[config.mk]
export PLATFORM = sky130hd
export DESIGN_NAME = dual_adc_output_control
export DESIGN_NICKNAME = d
export VERILOG_FILES = /design/src/logic/adc_pkg.sv /design/src/logic/lane_if.sv /design/src/logic/conversion_lane.sv /design/src/logic/event_registers.sv /design/src/logic/dual_adc_output_control.sv
export SDC_FILE = /design/constraint.sdc
export NUM_CORES = 1
export LEC_CHECK = 0
export ABC_AREA = 0
export BUFFER_PORTS_ARGS = -buffer_cell sky130_fd_sc_hd__buf_2
export CORE_ASPECT_RATIO = 1.2
export CORE_UTILIZATION = 45
export DETAILED_ROUTE_END_ITERATION = 7
export PLACE_DENSITY_LB_ADDON = 0.05
export SLEW_MARGIN = 20
export SYNTH_ARGS = -nofsm -noshare
export SYNTH_HDL_FRONTEND = slang
export SYNTH_HIERARCHICAL = 1
export SYNTH_SLANG_ARGS = --single-unit
[constraint.sdc]
create_clock -name clk -period 3.35 [get_ports clk]
set_clock_uncertainty 0.2 [all_clocks]
set_input_delay 0.1675 -clock clk [delete_from_list [all_inputs] [get_ports clk]]
set_output_delay 0.1675 -clock clk [all_outputs]
set_load 0.005 [all_outputs]
[src/logic/adc_pkg.sv]
// Shared constants and types of the dual converter output control
package adc_pkg;

    // Data path shape
    localparam int RESULT_WIDTH = 12;
    localparam int LEVEL_WIDTH  = 14;
    localparam int PIPE_LATENCY = 5;
    localparam int CHANNELS     = 2;

    // Register port shape
    localparam int ADDR_WIDTH  = 4;
    localparam int DATA_WIDTH  = 32;
    localparam int EVENT_COUNT = 4;

    // Register offsets
    localparam logic [ADDR_WIDTH-1:0] STATUS_ADDR = 4'h0;
    localparam logic [ADDR_WIDTH-1:0] MASK_ADDR   = 4'h4;
    localparam logic [ADDR_WIDTH-1:0] STATE_ADDR  = 4'h8;

    // Status and mask bit positions, one bit per channel from the base
    localparam int EVENT_RANGE_BASE  = 0;
    localparam int EVENT_RESULT_BASE = 2;

    // State register fields
    localparam int STATE_POWER_LSB   = 0;
    localparam int POWER_FIELD_WIDTH = 2;
    localparam int STATE_TWOS_BIT    = 4;
    localparam int STATE_STAB_BIT    = 5;
    localparam int STATE_SELECT_BIT  = 6;

    // Reset values
    localparam logic [EVENT_COUNT-1:0]  STATUS_RESET = 4'h0;
    localparam logic [EVENT_COUNT-1:0]  MASK_RESET   = 4'h0;
    localparam logic [RESULT_WIDTH-1:0] RESULT_RESET = 12'h000;
    localparam logic [DATA_WIDTH-1:0]   READ_IDLE    = 32'h0000_0000;

    // Offset binary code of a zero input level
    localparam logic [LEVEL_WIDTH-1:0] MID_SCALE = 14'h0800;

    // Four levels of the shared format pin, ground to full supply
    typedef enum logic [1:0] {
        level_ground,
        level_third,
        level_two_thirds,
        level_supply
    } format_level_type;

    // Per channel power and output state
    typedef enum logic [1:0] {
        power_driving,
        power_quiet,
        power_nap,
        power_sleep
    } power_type;

endpackage

[src/logic/lane_if.sv]
// Signals between the output control and one conversion lane
`timescale 1ns/1ns
interface lane_if
    import adc_pkg::*;
#(
    parameter int WIDTH = RESULT_WIDTH,
    parameter int LEVEL = LEVEL_WIDTH
);
    logic             sample_edge;
    logic             run;
    logic [LEVEL-1:0] level;
    logic [WIDTH-1:0] result;
    logic             range_flag;
    logic             result_strobe;

    modport lane (
        input  sample_edge,
        input  run,
        input  level,
        output result,
        output range_flag,
        output result_strobe
    );
    modport ctrl (
        output sample_edge,
        output run,
        output level,
        input  result,
        input  range_flag,
        input  result_strobe
    );
endinterface

[src/logic/conversion_lane.sv]
// One channel: capture on sample edge, fixed pipeline, saturating code
`timescale 1ns/1ns
module conversion_lane
    import adc_pkg::*;
#(
    parameter int WIDTH   = RESULT_WIDTH,
    parameter int LEVEL   = LEVEL_WIDTH,
    parameter int LATENCY = PIPE_LATENCY
) (
    input  wire logic clk,
    input  wire logic sys_rst,
    lane_if.lane      port
);
    ////////////////////////////////////////////////////////////////////////
    if (LATENCY < 1 || LATENCY > 255 || LEVEL <= WIDTH) begin : g_check
        $error("conversion_lane: unsupported latency or widths");
    end

    typedef struct packed {
        logic [LATENCY-1:0][WIDTH-1:0] code;
        logic [LATENCY-1:0]            over;
        logic [WIDTH-1:0]              result;
        logic                          range_flag;
        logic                          strobe;
    } lane_state_type;

    lane_state_type state;
    lane_state_type next_state;

    // Level is signed around mid scale; out of range saturates the code
    function automatic logic [WIDTH:0] convert(input logic [LEVEL-1:0] lv);
        logic [LEVEL-1:0] shifted;
        shifted = lv + MID_SCALE;
        if ($signed(lv) >= $signed(MID_SCALE)) begin
            convert = {1'b1, {WIDTH{1'b1}}};
        end else if ($signed(lv) < -$signed(MID_SCALE)) begin
            convert = {1'b1, {WIDTH{1'b0}}};
        end else begin
            convert = {1'b0, shifted[WIDTH-1:0]};
        end
    endfunction

    logic [WIDTH:0] fresh;
    assign fresh = convert(port.level);

    // Whole pipe moves only on a sample edge of a running channel
    always_comb begin
        next_state = state;
        next_state.strobe = 1'b0;
        if (port.sample_edge && port.run) begin
            next_state.code[0] = fresh[WIDTH-1:0];
            next_state.over[0] = fresh[WIDTH];
            for (int i = 1; i < LATENCY; i++) begin
                next_state.code[i] = state.code[i-1];
                next_state.over[i] = state.over[i-1];
            end
            next_state.result     = state.code[LATENCY-1];
            next_state.range_flag = state.over[LATENCY-1];
            next_state.strobe     = 1'b1;
        end
    end

    // All state in one register
    always_ff @(posedge clk or posedge sys_rst) begin
        if (sys_rst) begin
            state <= '0;
        end else begin
            state <= next_state;
        end
    end

    assign port.result        = state.result;
    assign port.range_flag    = state.range_flag;
    assign port.result_strobe = state.strobe;

    ////////////////////////////////////////////////////////////////////////
    // Probe follows one sample through the pipe for the checks below
    logic [WIDTH:0] probe_code;
    logic           probe_busy;
    logic [7:0]     probe_count;

    always_ff @(posedge clk or posedge sys_rst) begin
        if (sys_rst) begin
            probe_code  <= '0;
            probe_busy  <= 1'b0;
            probe_count <= 8'h00;
        end else if (port.sample_edge && port.run) begin
            if (!probe_busy) begin
                probe_code  <= fresh;
                probe_busy  <= 1'b1;
                probe_count <= 8'h00;
            end else if (probe_count == 8'(LATENCY - 1)) begin
                probe_busy <= 1'b0;
            end else begin
                probe_count <= probe_count + 8'h01;
            end
        end
    end
endmodule

[src/logic/event_registers.sv]
// Sticky event status, mask, state readback and interrupt level
`timescale 1ns/1ns
module event_registers
    import adc_pkg::*;
#(
    parameter int EVENTS = EVENT_COUNT
) (
    input  wire logic                  clk,
    input  wire logic                  sys_rst,
    input  wire logic [ADDR_WIDTH-1:0] reg_addr,
    input  wire logic [DATA_WIDTH-1:0] reg_wdata,
    input  wire logic                  reg_write,
    input  wire logic                  reg_read,
    input  wire logic [EVENTS-1:0]     event_set,
    input  wire logic [DATA_WIDTH-1:0] state_word,
    output logic      [DATA_WIDTH-1:0] reg_rdata,
    output logic                       irq
);
    ////////////////////////////////////////////////////////////////////////
    if (EVENTS < 1 || EVENTS > DATA_WIDTH) begin : g_check
        $error("event_registers: event count does not fit a word");
    end

    typedef struct packed {
        logic [EVENTS-1:0]     status;
        logic [EVENTS-1:0]     mask;
        logic [DATA_WIDTH-1:0] rdata;
    } reg_state_type;

    reg_state_type state;
    reg_state_type next_state;

    // Write one clears; a same-cycle event wins over the clear
    always_comb begin
        next_state = state;
        next_state.rdata = READ_IDLE;
        if (reg_write && reg_addr == STATUS_ADDR) begin
            next_state.status = state.status & ~reg_wdata[EVENTS-1:0];
        end
        if (reg_write && reg_addr == MASK_ADDR) begin
            next_state.mask = reg_wdata[EVENTS-1:0];
        end
        next_state.status = next_state.status | event_set;
        if (reg_read) begin
            unique case (reg_addr)
                STATUS_ADDR: next_state.rdata = DATA_WIDTH'(state.status);
                MASK_ADDR:   next_state.rdata = DATA_WIDTH'(state.mask);
                STATE_ADDR:  next_state.rdata = state_word;
                default:     next_state.rdata = READ_IDLE;
            endcase
        end
    end

    // All state in one register
    always_ff @(posedge clk or posedge sys_rst) begin
        if (sys_rst) begin
            state <= '{status: STATUS_RESET, mask: MASK_RESET,
                       rdata: READ_IDLE};
        end else begin
            state <= next_state;
        end
    end

    assign reg_rdata = state.rdata;
    assign irq       = |(state.status & state.mask);
endmodule

[src/logic/dual_adc_output_control.sv]
// Output routing, power states and format control of a dual converter
// What this block does
// - Each channel samples on the rising edge of its own independent clock.
// - Bus select high: channel first to bus first, second to bus second.
// - Bus select low: channels swap buses, flags travel with their results.
// - Shutdown low converts; outputs driven when enable low, else released.
// - Shutdown high gives nap or sleep by enable; outputs released both.
// - A channel's enable governs only that channel's own outputs.
// - One format input sets code format and stabilizer for both channels.
// - Ground, third, two thirds, supply: OB off, OB on, 2C on, 2C off.
// - Range flag high when the result went above or below full scale.
// - Bus second carries twelve result bits, bit eleven most significant.
// - Bus first carries twelve result bits, bit eleven most significant.
// - A sample appears on the bus five sample clocks after its edge.
`timescale 1ns/1ns
module dual_adc_output_control
    import adc_pkg::*;
(
    input  wire logic                    clk,
    input  wire logic                    sys_rst,
    input  wire logic                    sample_clock_first,
    input  wire logic                    sample_clock_second,
    input  wire logic [LEVEL_WIDTH-1:0]  sample_level_first,
    input  wire logic [LEVEL_WIDTH-1:0]  sample_level_second,
    input  wire logic                    bus_select,
    input  wire logic                    power_down_first,
    input  wire logic                    power_down_second,
    input  wire logic                    output_enable_n_first,
    input  wire logic                    output_enable_n_second,
    input  wire logic [1:0]              format_select,
    output logic      [RESULT_WIDTH-1:0] result_bus_first,
    output logic                         range_flag_first,
    output logic                         result_bus_first_oe,
    output logic      [RESULT_WIDTH-1:0] result_bus_second,
    output logic                         range_flag_second,
    output logic                         result_bus_second_oe,
    output logic                         stabilizer_on,
    input  wire logic [ADDR_WIDTH-1:0]   reg_addr,
    input  wire logic [DATA_WIDTH-1:0]   reg_wdata,
    input  wire logic                    reg_write,
    input  wire logic                    reg_read,
    output logic      [DATA_WIDTH-1:0]   reg_rdata,
    output logic                         irq
);
    ////////////////////////////////////////////////////////////////////////
    typedef struct packed {
        logic      [CHANNELS-1:0]                   prev_clock;
        logic      [CHANNELS-1:0][RESULT_WIDTH-1:0] bus_data;
        logic      [CHANNELS-1:0]                   bus_flag;
        logic      [CHANNELS-1:0]                   bus_oe;
        logic                                       twos;
        logic                                       stab;
    } ctrl_state_type;

    ctrl_state_type state;
    ctrl_state_type next_state;

    logic [CHANNELS-1:0]                   clock_pin;
    logic [CHANNELS-1:0]                   power_pin;
    logic [CHANNELS-1:0]                   enable_n_pin;
    logic [CHANNELS-1:0][LEVEL_WIDTH-1:0]  level_pin;
    logic [CHANNELS-1:0]                   sample_edge;
    logic [CHANNELS-1:0]                   run;
    logic [CHANNELS-1:0]                   drive;
    logic [CHANNELS-1:0][RESULT_WIDTH-1:0] lane_result;
    logic [CHANNELS-1:0]                   lane_flag;
    logic [CHANNELS-1:0]                   lane_strobe;
    logic                                  twos_select;
    logic                                  stab_select;
    logic [EVENT_COUNT-1:0]                event_set;
    logic [DATA_WIDTH-1:0]                 state_word;
    power_type                             power_state [CHANNELS];

    // Pins gathered per channel, index 0 is the first channel
    assign clock_pin    = {sample_clock_second, sample_clock_first};
    assign power_pin    = {power_down_second, power_down_first};
    assign enable_n_pin = {output_enable_n_second, output_enable_n_first};
    assign level_pin    = {sample_level_second, sample_level_first};

    // Clocks are plain inputs here, so a rising edge is a one-cycle pulse
    assign sample_edge = clock_pin & ~state.prev_clock;
    assign run         = ~power_pin;
    assign drive       = ~power_pin & ~enable_n_pin;

    // One pin sets both channels; stabilizer only at the middle levels
    assign twos_select = format_select inside {level_two_thirds,
                                               level_supply};
    assign stab_select = format_select inside {level_third,
                                               level_two_thirds};

    ////////////////////////////////////////////////////////////////////////
    // One lane per channel, each paced by its own sample clock
    lane_if lanes [CHANNELS] ();

    for (genvar ch = 0; ch < CHANNELS; ch++) begin : g_lane
        assign lanes[ch].sample_edge = sample_edge[ch];
        assign lanes[ch].run         = run[ch];
        assign lanes[ch].level       = level_pin[ch];
        assign lane_result[ch]       = lanes[ch].result;
        assign lane_flag[ch]         = lanes[ch].range_flag;
        assign lane_strobe[ch]       = lanes[ch].result_strobe;

        conversion_lane #(
            .WIDTH   (RESULT_WIDTH),
            .LEVEL   (LEVEL_WIDTH),
            .LATENCY (PIPE_LATENCY)
        ) u_lane (
            .clk     (clk),
            .sys_rst (sys_rst),
            .port    (lanes[ch])
        );

        // Nap keeps bias up for a quick wake; sleep drops nearly all
        always_comb begin
            if (power_pin[ch]) begin
                power_state[ch] = enable_n_pin[ch] ? power_sleep
                                                   : power_nap;
            end else begin
                power_state[ch] = enable_n_pin[ch] ? power_quiet
                                                   : power_driving;
            end
        end
    end

    ////////////////////////////////////////////////////////////////////////
    // Route, format and enable each bus from the channel it carries
    always_comb begin
        int src;
        src = 0;
        next_state            = state;
        next_state.prev_clock = clock_pin;
        next_state.twos       = twos_select;
        next_state.stab       = stab_select;
        for (int b = 0; b < CHANNELS; b++) begin
            src = bus_select ? b : CHANNELS - 1 - b;
            next_state.bus_data[b] = lane_result[src];
            if (twos_select) begin
                next_state.bus_data[b][RESULT_WIDTH-1] =
                    ~lane_result[src][RESULT_WIDTH-1];
            end
            next_state.bus_flag[b] = lane_flag[src];
            // Enable follows the channel, not the bus
            next_state.bus_oe[b]   = drive[src];
        end
    end

    // All state in one register
    always_ff @(posedge clk or posedge sys_rst) begin
        if (sys_rst) begin
            state <= '0;
        end else begin
            state <= next_state;
        end
    end

    // Registered outputs, so the bus never glitches on a select change
    assign result_bus_first     = state.bus_data[0];
    assign range_flag_first     = state.bus_flag[0];
    assign result_bus_first_oe  = state.bus_oe[0];
    assign result_bus_second    = state.bus_data[1];
    assign range_flag_second    = state.bus_flag[1];
    assign result_bus_second_oe = state.bus_oe[1];
    assign stabilizer_on        = state.stab;

    ////////////////////////////////////////////////////////////////////////
    // Events per channel: out of range result, and any new result
    assign event_set = {lane_strobe, lane_strobe & lane_flag};

    always_comb begin
        state_word = READ_IDLE;
        for (int ch = 0; ch < CHANNELS; ch++) begin
            state_word[STATE_POWER_LSB + ch*POWER_FIELD_WIDTH +:
                       POWER_FIELD_WIDTH] = power_state[ch];
        end
        state_word[STATE_TWOS_BIT]   = state.twos;
        state_word[STATE_STAB_BIT]   = state.stab;
        state_word[STATE_SELECT_BIT] = bus_select;
    end

    event_registers #(
        .EVENTS (EVENT_COUNT)
    ) u_regs (
        .clk        (clk),
        .sys_rst    (sys_rst),
        .reg_addr   (reg_addr),
        .reg_wdata  (reg_wdata),
        .reg_write  (reg_write),
        .reg_read   (reg_read),
        .event_set  (event_set),
        .state_word (state_word),
        .reg_rdata  (reg_rdata),
        .irq        (irq)
    );
endmodule

### Yosys cells after proc, flatten, opt, wreduce, memory -nomap -nowiden

Index checks and enable logic that the tools add are counted.

| storage, ports and cells | value |
|---|---|
| bits of input ports | 77 |
| output and inout port bits | 62 |
| logic and storage cells | 98 |
| register bits after elaboration | 230 |

| operators by class | value |
|---|---|
| add/subtract/negate cells | 2 |
| magnitude comparators | 6 |
| bitwise logic cells | 12 |
| muxes and demuxes | 37 |
| reduce and logical (&&, ||, !) cells | 8 |
| equal/unequal tests | 5 |

Operators by type and width:

| kind | number |
|---|---|
| $mux 12 | 6 |
| $mux 13 | 4 |
| $mux 32 | 1 |
| $ge 14x13->1 const B | 2 |
| $lt 14x12->1 const B | 2 |
| $add 12x12->12 const B | 2 |
| $mux 1 | 22 |
| $pmux 7 s3 | 1 |
| $and 4x4->4 | 2 |
| $and 2x2->2 | 3 |
| $not 2->2 | 3 |
| $eq 2x2->1 const B | 2 |
| $eq 4x3->1 const B | 1 |
| $eq 4x4->1 const B | 1 |
| $logic_and 1x1->1 | 4 |
| $logic_not 4->1 | 1 |
| $lt 1x2->1 const B | 2 |
| $mux 2 | 2 |
| $mux 4 | 1 |
| $not 4->4 | 1 |
| $or 4x4->4 | 1 |
| $reduce_bool 2->1 | 2 |
| $reduce_or 4->1 | 1 |
| $eq 2x1->1 const B | 1 |
| $not 1->1 | 2 |

### Logic depth before layout (Yosys ltp)

Gate-level depths: netlist of the first run.

| depth | value |
|---|---|
| word-level depth | 6 |
| depth in mapped cells | 6 |
| mapped depth without buffers | 4 |

### Modules after synthesis

The synthesis of the first run kept the hierarchy.

Modules (own cells, without submodules):

| module | instances | area each (µm²) | cells an instance | sequential area each (µm²) |
|---|---|---|---|---|
| conversion_lane | 2 | 3,452.1 | 233 | 1,976.9 |
| event_registers | 1 | 1,744.2 | 141 | 1,001.0 |
| dual_adc_output_control | 1 | 1,525.2 | 105 | 800.8 |

### Worst setup path after synthesis of the first run

Ideal clock, no wire load.

| timing | value |
|---|---|
| kind | reg-to-reg |
| start | reg, netlist name state[30] |
| end | reg g_lane[0].u_lane.state (netlist bit g_lane[0].u_lane/port.range_flag) |
| setup time | 0.125 ns |
| slack | 1.846 ns |
| required time | 3.025 ns |
| arrival time | 1.179 ns |
| stages on the path, launching flop included | 6 |
| path buffers | 1 |
| period minus slack after synthesis | 1.504 ns |
| path through | dfrtp_1 > nor2b_1 > nand2_4 > inv_4 > buf_6 > mux2_4 |

RTL lines:

| what | RTL line | text |
|---|---|---|
| end signal, assigned | conversion_lane.sv:68 | `state <= next_state;` |
| end, declared | conversion_lane.sv:27 | `lane_state_type state;` |

==> results of run 1 <==
[cell usage in the layout (no fill, tap or decap), types with 6 or more instances in the layout]
| cell | n |
|---|---|
| sky130_fd_sc_hd__dlygate4sd3_1 | 84 |
| sky130_fd_sc_hd__buf_2 | 110 |
| sky130_fd_sc_hd__a21o_1 | 6 |
| sky130_fd_sc_hd__conb_1 | 25 |
| sky130_fd_sc_hd__o21bai_1 | 18 |
| sky130_fd_sc_hd__nand2_1 | 34 |
| sky130_fd_sc_hd__and2_1 | 30 |
| sky130_fd_sc_hd__inv_1 | 7 |
| sky130_fd_sc_hd__nor2_1 | 25 |
| sky130_fd_sc_hd__a21oi_1 | 22 |
| sky130_fd_sc_hd__a22o_1 | 18 |
| sky130_fd_sc_hd__mux2i_1 | 6 |
| sky130_fd_sc_hd__mux2_2 | 42 |
| sky130_fd_sc_hd__dfrtp_1 | 230 |
| sky130_fd_sc_hd__mux2_4 | 118 |
| sky130_fd_sc_hd__clkbuf_16 | 25 |
[routing by layer]
layer / share of wire / vias to the layer above
met5: 0 / -
met4: 0.019 / 0
met3: 0.044 / 23
met2: 0.47 / 138
met1: 0.47 / 2580
li1: - / 2595
[cell usage after synthesis, types with 2 or more instances]
| cell | number |
|---|---|
| sky130_fd_sc_hd__a21o_1 | 6 |
| sky130_fd_sc_hd__a21oi_1 | 22 |
| sky130_fd_sc_hd__a22o_1 | 18 |
| sky130_fd_sc_hd__a22oi_1 | 2 |
| sky130_fd_sc_hd__and2_1 | 30 |
| sky130_fd_sc_hd__and3_1 | 2 |
| sky130_fd_sc_hd__buf_12 | 2 |
| sky130_fd_sc_hd__buf_2 | 11 |
| sky130_fd_sc_hd__buf_4 | 80 |
| sky130_fd_sc_hd__buf_6 | 18 |
| sky130_fd_sc_hd__clkbuf_1 | 4 |
| sky130_fd_sc_hd__dfrtp_1 | 230 |
| sky130_fd_sc_hd__ha_1 | 2 |
| sky130_fd_sc_hd__inv_1 | 9 |
| sky130_fd_sc_hd__inv_4 | 2 |
| sky130_fd_sc_hd__mux2_2 | 42 |
| sky130_fd_sc_hd__mux2_4 | 118 |
| sky130_fd_sc_hd__mux2i_1 | 6 |
| sky130_fd_sc_hd__nand2_1 | 34 |
| sky130_fd_sc_hd__nand2_4 | 2 |
| sky130_fd_sc_hd__nand3b_1 | 4 |
| sky130_fd_sc_hd__nor2_1 | 25 |
| sky130_fd_sc_hd__nor2b_1 | 2 |
| sky130_fd_sc_hd__nor3_1 | 2 |
| sky130_fd_sc_hd__o21ai_0 | 2 |
| sky130_fd_sc_hd__o21ai_1 | 4 |
| sky130_fd_sc_hd__o21ba_2 | 2 |
| sky130_fd_sc_hd__o21bai_1 | 18 |
| sky130_fd_sc_hd__o31ai_1 | 2 |
| sky130_fd_sc_hd__or2_2 | 4 |
| sky130_fd_sc_hd__xor2_1 | 2 |
[worst max-delay path, cell delays in order]
cell and delay (ns):
sky130_fd_sc_hd__dlygate4sd3_1 0.54, sky130_fd_sc_hd__buf_2 0.15, sky130_fd_sc_hd__nor4b_4 0.30, sky130_fd_sc_hd__dlygate4sd3_1 0.71
sky130_fd_sc_hd__nand3b_1 0.11, sky130_fd_sc_hd__dlygate4sd3_1 0.58, sky130_fd_sc_hd__a21o_1 0.18
[flip-flops by register name, indices dropped and copies added (netlist names), 3 cells and up]
| name | flops |
|---|---|
| g_lane.u_lane/state | 130 |
| result_bus_first | 12 |
| u_regs/state | 8 |
| result_bus_second | 12 |
| state | 3 |
| g_lane.u_lane/port.result | 24 |
| u_regs/reg_rdata | 32 |
[final timing paths]
| path | start | endpoint | cells past startpoint |
|---|---|---|---|
| worst max-delay path | reg_addr[0] | u_regs/state[38] | 7 |
| worst min-delay path | sample_level_first[12] | g_lane[0].u_lane/state[14] | 3 |
| worst max register to register | state[30] | g_lane[0].u_lane/port.result[9] | 5 |
| worst min register to register | state[1] | u_regs/reg_rdata[4] | 1 |
| max in group asynchronous | sys_rst | g_lane[0].u_lane/port.result[1] | 4 |
| min in group asynchronous | sys_rst | g_lane[1].u_lane/port.result[7] | 4 |
[what timing repair did]
item / in CTS / in global routing
hold endpoints to repair: 222 / 0
hold buffers: 84 / 0
setup buffers: 0 / 0
endpoints found under the setup margin: 0 / 0
[through the flow]
stage                     power, mW  worst slack [ns]  hold slack [ns]
after detailed placement      5.962            0.9986           0.1059
after CTS                     8.902            0.8604         0.004032
after floorplan               5.781            0.9591        -0.001070
after global routing          9.247            0.7687          0.07999
final                         8.761            0.7940          0.02412
after global placement        5.885             1.024          0.09941
[final cells by class]
class,count,area [um2]
sequential,230,5756
fill,1841,9889
clock inverter,8,140.1
inverter,11,46.29
tap,274,342.8
multi-input combinational,380,3548
clock buffer,35,713.2
timing repair buffer,202,1489
[logic make-up (layout without fill, tap and decap cells)]
kind of cell	count (synthesis)	in the layout
AO/OA/AOI/OAI	76	76
XOR/XNOR	2	2
adder cells (fa/ha/maj)	2	2
buffers and inverters	126	256
flip-flops	230	230
multiplexers	166	166
other	1	25
AND/OR/NAND/NOR	109	109
[power groups by stage]
| stage | registers [mW] | clock network [mW] | logic, mW |
|---|---|---|---|
| global placement | 4.28 | 0 | 1.61 |
| global route | 4.35 | 3.00 | 1.89 |
| detailed placement | 4.31 | 0 | 1.65 |
| CTS | 4.26 | 2.89 | 1.75 |
| floorplan | 4.01 | 0 | 1.77 |
| finish | 4.24 | 2.79 | 1.73 |
==> run summary, run 1 <==
- finished with violations — status
- design-rule violations — failing checks
- multiplexers — combinational family with the most area after synthesis
- 1 — deepest level of the CTS H-tree
- 0 — number of synthesized flops with an enable pin
- sky130_fd_sc_hd__dfrtp_1 — Most used DFF post-synth
- 0.4640 — initial cell density of the core
- 2.74 ns — critical path data arrival time
- 4.681 — vias per cell
- 16.54 mm — Final Routed Wirelength
- 0.2497 — Global Route met2 Usage
- 727.9 nW/um2 — areal power density over the cells
- 1013 — total instance count after detailed placement
- 0.2265 — multiplexer area fraction after synthesis
- 10.77 mm — HPWL reported at the end of detailed placement
- 0 — remaining antenna violation count after routing
- 1140 — non-filler cells, final
- 8 — drt pass-1 iters
- 0.05190 — synthesized-area fraction occupied by ao, oa, aoi and oai cells
- 110 — count of input and output buffers
- 0.5657 — area share of the largest cell type after synthesis
- in -> reg — Tightest Hold Check Type
- 712 — post-synthesis instance total
- 59 — number of core rows
- 230 — flops & latches, synth
- 0.7630 — ratio of final minimum period to clock period
- sky130_fd_sc_hd__dfrtp_1 57%, sky130_fd_sc_hd__mux2_4 17%, sky130_fd_sc_hd__buf_4 5.9% — leading post-synthesis cells by cell area
- 0 — number of antenna violations at the first check in global routing
- 3 — CTS max path bufs
- sky130_fd_sc_hd__clkbuf_16 — clock root buffer master
- 0.7557 — Routability Congestion
- 323.6 uV — IR Drop Worst-Case VDD
- 0.06 ns — clock-pin slew of the registers on the worst-case setup and hold paths
- 0 ns — post-route setup TNS
- 23220 um2 — area enclosed by the die boundary
- 0.05694 — simple-gate portion of the synthesized area
- 230 — TritonCTS sink count
- 139 — IO Pins
- 5336 — overall via count from detail_route
- in -> reg — startpoint-to-endpoint class of the critical path
- false — setup repair after global routing missed its margin
- 0.001722 — post-synthesis xor/xnor area fraction
- 6.699 mW — Internal
- 0.002460 — area share of fa/ha/maj cells after synthesis
- 0.1484 — Total GRT Usage
- 0 — GR Overflow Total
- sky130_fd_sc_hd__dfrtp_1 — largest area contributor in the netlist
- 166.7 um — die boundary height
- 36 — distinct cell type count after synthesis
- 0.3912 GHz — Max Clk Rate
- 928 — number of nets in the finished design
- yes — TritonCTS clock tree
- 190 — iteration-0 DRC count of the detailed router
- 28.19 mm — first-pass GRT wire length
- 0 — Final Hold Violating Endpoints
- 4 — largest fanout on the critical path
- 0.8389 ns — worst slew pin tran
- 0.50 ns — Clk Latency, worst-skew pair
- 5652 — number of global-route vias before repair
- 0.319 — part of the total power dissipated in the clock network
- 10340 um2 — instance area after placement
- 0.5657 — Seq/Total Area, Yosys
- 0.5489 — Final Util
- 14.29 um2 — synthesized area per cell
- 10170 um2 — post-synthesis instance area
- 139.3 um — die width
- 18.30% — synthesis-to-finish area growth
- 3.54 ns — CP Data Required Time
- 2.062 mW — switching pwr
- 0 — Maximum Capacitance Violations
- met2 — most heavily used metal layer in global routing
- 0.2354 — switching part of the total
- 0.4399 — normalized max-slew margin
- 21920 um2 — area inside the core boundary
- 80 — largest net degree at the start of global routing
- 0.198 — combinational share of power
- 24 — Num CTS Buffers
- primary input — element type at the critical path start
- 0.1965 — met1 demand-to-capacity share in global routing
- 1.000 — fraction of registers with async set or reset after synthesis
- 6 — total of warnings raised by yosys
- 0 — diode insertion count for antenna repair
- register — endpoint class of the critical path
- 2.556 ns — final critical-path required period
- 0 — count of cells resized by post-cts repair
- 0.02444 — GR Util met3
- 12040 um2 — final standard cell area without fillers
- 0.484 — proportion of power drawn by flip-flops and latches
- 1.03 ns — worst-case register-to-register setup slack
- 0.3834 — layout cells sized above 1
- 18 — DRC viols
- 0 — count of pins over their slew limit
- 0 — count of final setup violators
- 6.037 nW — cell leakage power
- 14.51 um — post-detailed-route wirelength per cell
No activity file was read; power rests on OpenSTA's default activity.
==> inputs of run 2 (changes only) <==
Settings changed: ABC_AREA 0 to 1.
Clock period 3.35 ns to 2.1 ns, I/O delays scaled along.
==> run summary, run 2 <==
- 0 — diode insertion count for antenna repair
- 11.57 um — post-detailed-route wirelength per cell
- 0 — number of antenna violations at the first check in global routing
- yes — TritonCTS clock tree
- sky130_fd_sc_hd__nand2_1 — dominant cell by count in the synthesized netlist
- 9952 um2 — instance area after placement
- 0 — post-synthesis xor/xnor area fraction
- 24 — Num CTS Buffers
- 0 — count of final setup violators
- sky130_fd_sc_hd__nand2_1 — leading cell type in the layout, fill and taps excluded
- 6.235 nW — cell leakage power
- completed — status
- 6569 — overall via count from detail_route
- 0 — Maximum Capacitance Violations
- sky130_fd_sc_hd__dfrtp_1 60%, sky130_fd_sc_hd__nand2_1 17%, sky130_fd_sc_hd__buf_4 6.7% — leading post-synthesis cells by cell area
- sky130_fd_sc_hd__clkbuf_16 — clock root buffer master
- 23 — distinct cell type count after synthesis
- simple AND/OR/NAND/NOR gates — combinational family with the most area after synthesis
- 8.921 um2 — synthesized area per cell
- 560.2 uV — IR Drop Worst-Case VDD
- 1.000 — fraction of registers with async set or reset after synthesis
- 0 — GR Overflow Total
- 0.4960 GHz — Max Clk Rate
- 0.06 ns — clock-pin slew of the registers on the worst-case setup and hold paths
- 1307 — number of nets in the finished design
- 0.5957 — Seq/Total Area, Yosys
- 0 — DRC viols
- 230 — TritonCTS sink count
- 11660 um2 — final standard cell area without fillers
- 2.29 ns — CP Data Required Time
- 0.06764 ns — Hold Worst Slack
- 20.72% — synthesis-to-finish area growth
- 3 — CTS max path bufs
- 6504 — number of global-route vias before repair
- 0.50 ns — Clk Latency, worst-skew pair
- 0.6090 ns — worst slew pin tran
- 0 ns — post-route setup TNS
- 139 — IO Pins
- 0 — remaining antenna violation count after routing
- 297 — iteration-0 DRC count of the detailed router
- 0.1695 — Total GRT Usage
- 446 x sky130_fd_sc_hd__nand2_1, 230 x sky130_fd_sc_hd__dfrtp_1, 119 x sky130_fd_sc_hd__inv_1 — most frequent cells in the layout
- 2.21 ns — critical path data arrival time
- 110 — count of input and output buffers
- sky130_fd_sc_hd__dfrtp_1 — largest area contributor in the netlist
- g_lane.u_lane/state — Top reg by flops
- 0 — count of pins over their slew limit
- 135.8 um — die width
- 2.016 ns — final critical-path required period
- primary input — element type at the critical path start
- 0.002590 — area share of fa/ha/maj cells after synthesis
- 162.5 um — die boundary height
- 10.77 mm — HPWL reported at the end of detailed placement
- 1083 — post-synthesis instance total
- 0.8006 — Routability Congestion
- 0.5957 — area share of the largest cell type after synthesis
- 58 — number of core rows
- register — endpoint class of the critical path
- 970.5 nW/um2 — areal power density over the cells
- 0 — multiplexer area fraction after synthesis
- 80 — largest net degree at the start of global routing
- 1 — deepest level of the CTS H-tree
- 0.2103 — simple-gate portion of the synthesized area
- 0 — number of synthesized flops with an enable pin
- 0.4607 — initial cell density of the core
- 230 — flops & latches, synth
- 22060 um2 — area enclosed by the die boundary
- sky130_fd_sc_hd__dfrtp_1 — Most used DFF post-synth
- 31 — largest fanout on the critical path
- 4 — drt pass-1 iters
- 130 — number of flip-flops in the largest register
- 0.9600 — ratio of final minimum period to clock period
- 4.336 — vias per cell
- 9662 um2 — post-synthesis instance area
- 0.1639 — layout cells sized above 1
- in -> async — Tightest Hold Check Type
- 17.53 mm — Final Routed Wirelength
- 0.5932 — normalized max-slew margin
- 20970 um2 — area inside the core boundary
- 0.05038 — synthesized-area fraction occupied by ao, oa, aoi and oai cells
- 11.32 mW — Final Power
- false — setup repair after global routing missed its margin
- 30.55 mm — first-pass GRT wire length
- 446 x sky130_fd_sc_hd__nand2_1, 230 x sky130_fd_sc_hd__dfrtp_1, 122 x sky130_fd_sc_hd__inv_1, 86 x sky130_fd_sc_hd__buf_4, 74 x sky130_fd_sc_hd__o21ai_0 — ranking of synthesized cells by instance count
- in -> reg — startpoint-to-endpoint class of the critical path
- 6 — total of warnings raised by yosys
- 0 — Final Hold Violating Endpoints
[run 2: through the flow]
| stage | util | instances | worst slack [ns] |
|---|---|---|---|
| global placement | 0.4745 | 1381 | 0.3928 |
| global route | 0.5561 | 1515 | 0.03932 |
| floorplan | - | 1107 | 0.7905 |
| finish | 0.5561 | 1515 | 0.08398 |
| detailed placement | 0.4745 | 1381 | 0.3519 |
| CTS | 0.5561 | 1515 | 0.05973 |
[run 2: layout make-up]
class	count	area (um2)
flip-flops and latches	230	5756
fillers	1930	9309
repair buffers	218	1653
clock buffers	37	740.7
clock inverters	6	58.81
well taps	270	337.8
inverters	126	480.5
multi-input cells	628	2638
[run 2: report_power, final]
part           switching, mW  leakage [nW]  internal (mW)  total, mW
clock                   1.66         0.399           2.54       4.21
sequential             0.410          3.01           5.24       5.65
combinational          0.797          2.83          0.659       1.46
total                   2.87          6.24           8.45       11.3
[run 2: kinds of logic (layout without fill, tap and decap cells)]
kind of cell,count (synthesis),in the layout
fa+ha+maj,2,2
buf+inv,249,387
simple gates,508,508
compound gates,93,93
other cells,1,25
flops,230,230
[run 2: path summary, 6_finish.rpt]
check	from	to	slack, ns	cells past startpoint
min reg2reg	g_lane[1].u_lane/port.result_strobe	u_regs/state[39]	0.26	2
max	bus_select	result_bus_first_oe	0.08	7
max in group asynchronous	sys_rst	stabilizer_on	0.64	5
max reg2reg	state[31]	g_lane[1].u_lane/state[20]	0.37	5
min in group clk	sample_clock_first	state[30]	0.07	2
min	sys_rst	g_lane[1].u_lane/port.result[10]	0.07	3
[run 2: per-layer routing]
| metal | vias to the layer above | GRT usage | routed length (um) |
|---|---|---|---|
| li1 | 3439 | - | - |
| met1 | 2967 | 0.2247 | 8416 |
| met2 | 138 | 0.2857 | 7949 |
| met3 | 25 | 0.02677 | 799 |
| met4 | 0 | 0.04852 | 361 |
| met5 | - | 0 | 0 |
[run 2: critical path: stages]
cell and delay, ns:
sky130_fd_sc_hd__dlygate4sd3_1 0.54, sky130_fd_sc_hd__buf_2 0.14, sky130_fd_sc_hd__buf_6 0.17, sky130_fd_sc_hd__nand2_1 0.09, sky130_fd_sc_hd__dlygate4sd3_1 0.53, sky130_fd_sc_hd__o21ai_0 0.06, sky130_fd_sc_hd__dlygate4sd3_1 0.55
[run 2: what timing repair did]
action	CTS	global route
setup endpoints to repair	0	4
hold endpoints to repair	303	0
hold buffers	91	0
buffers inserted	0	1
gates resized for setup	0	2
==> inputs of run 3 (changes only) <==
Settings changed: CTS_BUF_LIST set to sky130_fd_sc_hd__clkbuf_8.
==> run summary, run 3 (same netlist as run 2, synthesis figures left out) <==
- completed — status
- 0.8006 — Routability Congestion
- 2.19 ns — critical path data arrival time
- 230 — TritonCTS sink count
- 0.1719 — Total GRT Usage
- 0.1673 — layout cells sized above 1
- 6592 — overall via count from detail_route
- in -> reg — startpoint-to-endpoint class of the critical path
- 139 — IO Pins
- sample_clock_first — HP Start
- 135.8 um — die width
- 0 — DRC viols
- 19.66% — synthesis-to-finish area growth
- 0 — number of antenna violations at the first check in global routing
- 4 — drt pass-1 iters
- 10.77 mm — HPWL reported at the end of detailed placement
- 0 — GR Overflow Total
- state[30] — Min-Delay Endpoint
- 11560 um2 — final standard cell area without fillers
- 1322 — number of nets in the finished design
- 0 — Final Hold Violating Endpoints
- 17.60 mm — Final Routed Wirelength
- 0.339 — part of the total power dissipated in the clock network
- 5 — worst r2r path cells
- 930.5 nW/um2 — areal power density over the cells
- 0.06 ns — clock-pin slew of the registers on the worst-case setup and hold paths
- 20970 um2 — area inside the core boundary
- 446 x sky130_fd_sc_hd__nand2_1, 230 x sky130_fd_sc_hd__dfrtp_1, 132 x sky130_fd_sc_hd__inv_1 — most frequent cells in the layout
- 0.9990 ns — worst slew pin tran
- 3 — CTS max path bufs
- 110 — count of input and output buffers
- 289 — iteration-0 DRC count of the detailed router
- 22060 um2 — area enclosed by the die boundary
- 0 — Maximum Capacitance Violations
- 4.306 — vias per cell
- 2.817 mW — switching pwr
- primary input — element type at the critical path start
- 0.38 ns — worst-case register-to-register setup slack
- in -> reg — Tightest Hold Check Type
- 30.59 mm — first-pass GRT wire length
- 2 — Hold Path Cell Cnt
- 0 — diode insertion count for antenna repair
- 0.526 — proportion of power drawn by flip-flops and latches
- 0.4607 — initial cell density of the core
- sky130_fd_sc_hd__nand2_1 — leading cell type in the layout, fill and taps excluded
- 0.5512 — Final Util
- 9952 um2 — instance area after placement
- 0.9527 — ratio of final minimum period to clock period
- g_lane[1].u_lane/state[20] — capturing point of the worst reg2reg path
- g_lane.u_lane/state — Top reg by flops
- 11.49 um — post-detailed-route wirelength per cell
- sky130_fd_sc_hd__clkbuf_8 — clock root buffer master
- 80 — largest net degree at the start of global routing
- 10.76 mW — Final Power
- 5 — largest fanout on the critical path
- 0 — count of final setup violators
- 2 — deepest level of the CTS H-tree
- false — setup repair after global routing missed its margin
- 0.2618 — switching part of the total
- 0 — count of pins over their slew limit
- 2.29 ns — CP Data Required Time
- 2.001 ns — final critical-path required period
- 0.4998 GHz — Max Clk Rate
- 58 — number of core rows
- 0.51 ns — Clk Latency, worst-skew pair
- 518.1 uV — IR Drop Worst-Case VDD
- 0.135 — combinational share of power
- 162.5 um — die boundary height
- 0 ns — post-route setup TNS
- 130 — number of flip-flops in the largest register
- 0.3318 — normalized max-slew margin
- 0 — remaining antenna violation count after routing
- state[31] — launching point of the worst reg2reg path
- register — endpoint class of the critical path
- 6535 — number of global-route vias before repair
- 6.241 nW — cell leakage power
- yes — TritonCTS clock tree
- 7.941 mW — Internal
- 39 — Num CTS Buffers
==> run 3: cell count changes in the layout (fill, tap and decap cells not counted) <==
cell / delta
sky130_fd_sc_hd__clkinv_2: -4
sky130_fd_sc_hd__clkbuf_8: +38
sky130_fd_sc_hd__dlygate4sd3_1: +1
sky130_fd_sc_hd__buf_6: -1
sky130_fd_sc_hd__clkbuf_16: -25
sky130_fd_sc_hd__inv_1: +13
sky130_fd_sc_hd__inv_6: -1
sky130_fd_sc_hd__clkbuf_1: -5
==> run 3: per-stage QoR <==
stage / setup WS (ns) / hold WS, ns / std cells
after floorplan: 0.7905 / -0.06357 / 1107
after global placement: 0.3928 / -0.1167 / 1381
after detailed placement: 0.3519 / -0.1162 / 1381
after CTS: 0.08831 / 0.02653 / 1532
after global routing: 0.006959 / 0.04343 / 1531
final: 0.09935 / 0.06259 / 1531
==> run 3: worst max-delay path: stages <==
cell and delay, ns:
sky130_fd_sc_hd__dlygate4sd3_1 0.53, sky130_fd_sc_hd__buf_2 0.14, sky130_fd_sc_hd__inv_2 0.09, sky130_fd_sc_hd__nor2_4 0.05
sky130_fd_sc_hd__nand2_1 0.07, sky130_fd_sc_hd__dlygate4sd3_1 0.56, sky130_fd_sc_hd__o21ai_0 0.08, sky130_fd_sc_hd__dlygate4sd3_1 0.55
==> run 3: per-layer routing <==
layer  wire length [um]  global-route usage  part of all wire
met3                870             0.03579             0.049
met2               7999              0.2815              0.45
met1               8339              0.2249              0.47
met5                  0                   0                 0
met4                386             0.06078             0.022
==> run 3: how the worst max path moves through the flow <==
stage / endpoint / from / cells after the start
after global routing: u_regs/state[34] / reg_write / 8
after floorplan: g_lane[0].u_lane/state[19] / state[30] / 6
after global placement: g_lane[1].u_lane/state[20] / state[31] / 5
after detailed placement: g_lane[1].u_lane/state[20] / state[31] / 5
after CTS: u_regs/reg_rdata[3] / reg_addr[2] / 9
final: u_regs/state[34] / reg_write / 8
==> run 3: what timing repair did <==
item	CTS	global route
hold buffers	92	0
buffers inserted	0	0
endpoints found under the setup margin	0	3
gates resized for setup	0	1
hold endpoints to repair	303	0
==> run 3: layout make-up <==
cell class / instances / area [um2]
Inverter: 126 / 480.5
Fill cell: 1961 / 9412
Multi-Input combinational cell: 628 / 2638
Clock inverter: 14 / 78.83
Clock buffer: 45 / 619.3
Sequential cell: 230 / 5756
Tap cell: 270 / 337.8
Timing Repair Buffer: 218 / 1652
==> run 3: power groups by stage <==
stage | Clock, mW | Combinational, mW | Sequential, mW
after floorplan | 0 | 1.24 | 5.60
after global placement | 0 | 1.30 | 5.73
after detailed placement | 0 | 1.33 | 5.74
after CTS | 3.80 | 1.48 | 5.67
final | 3.65 | 1.45 | 5.66
after global routing | 4.00 | 1.72 | 5.77
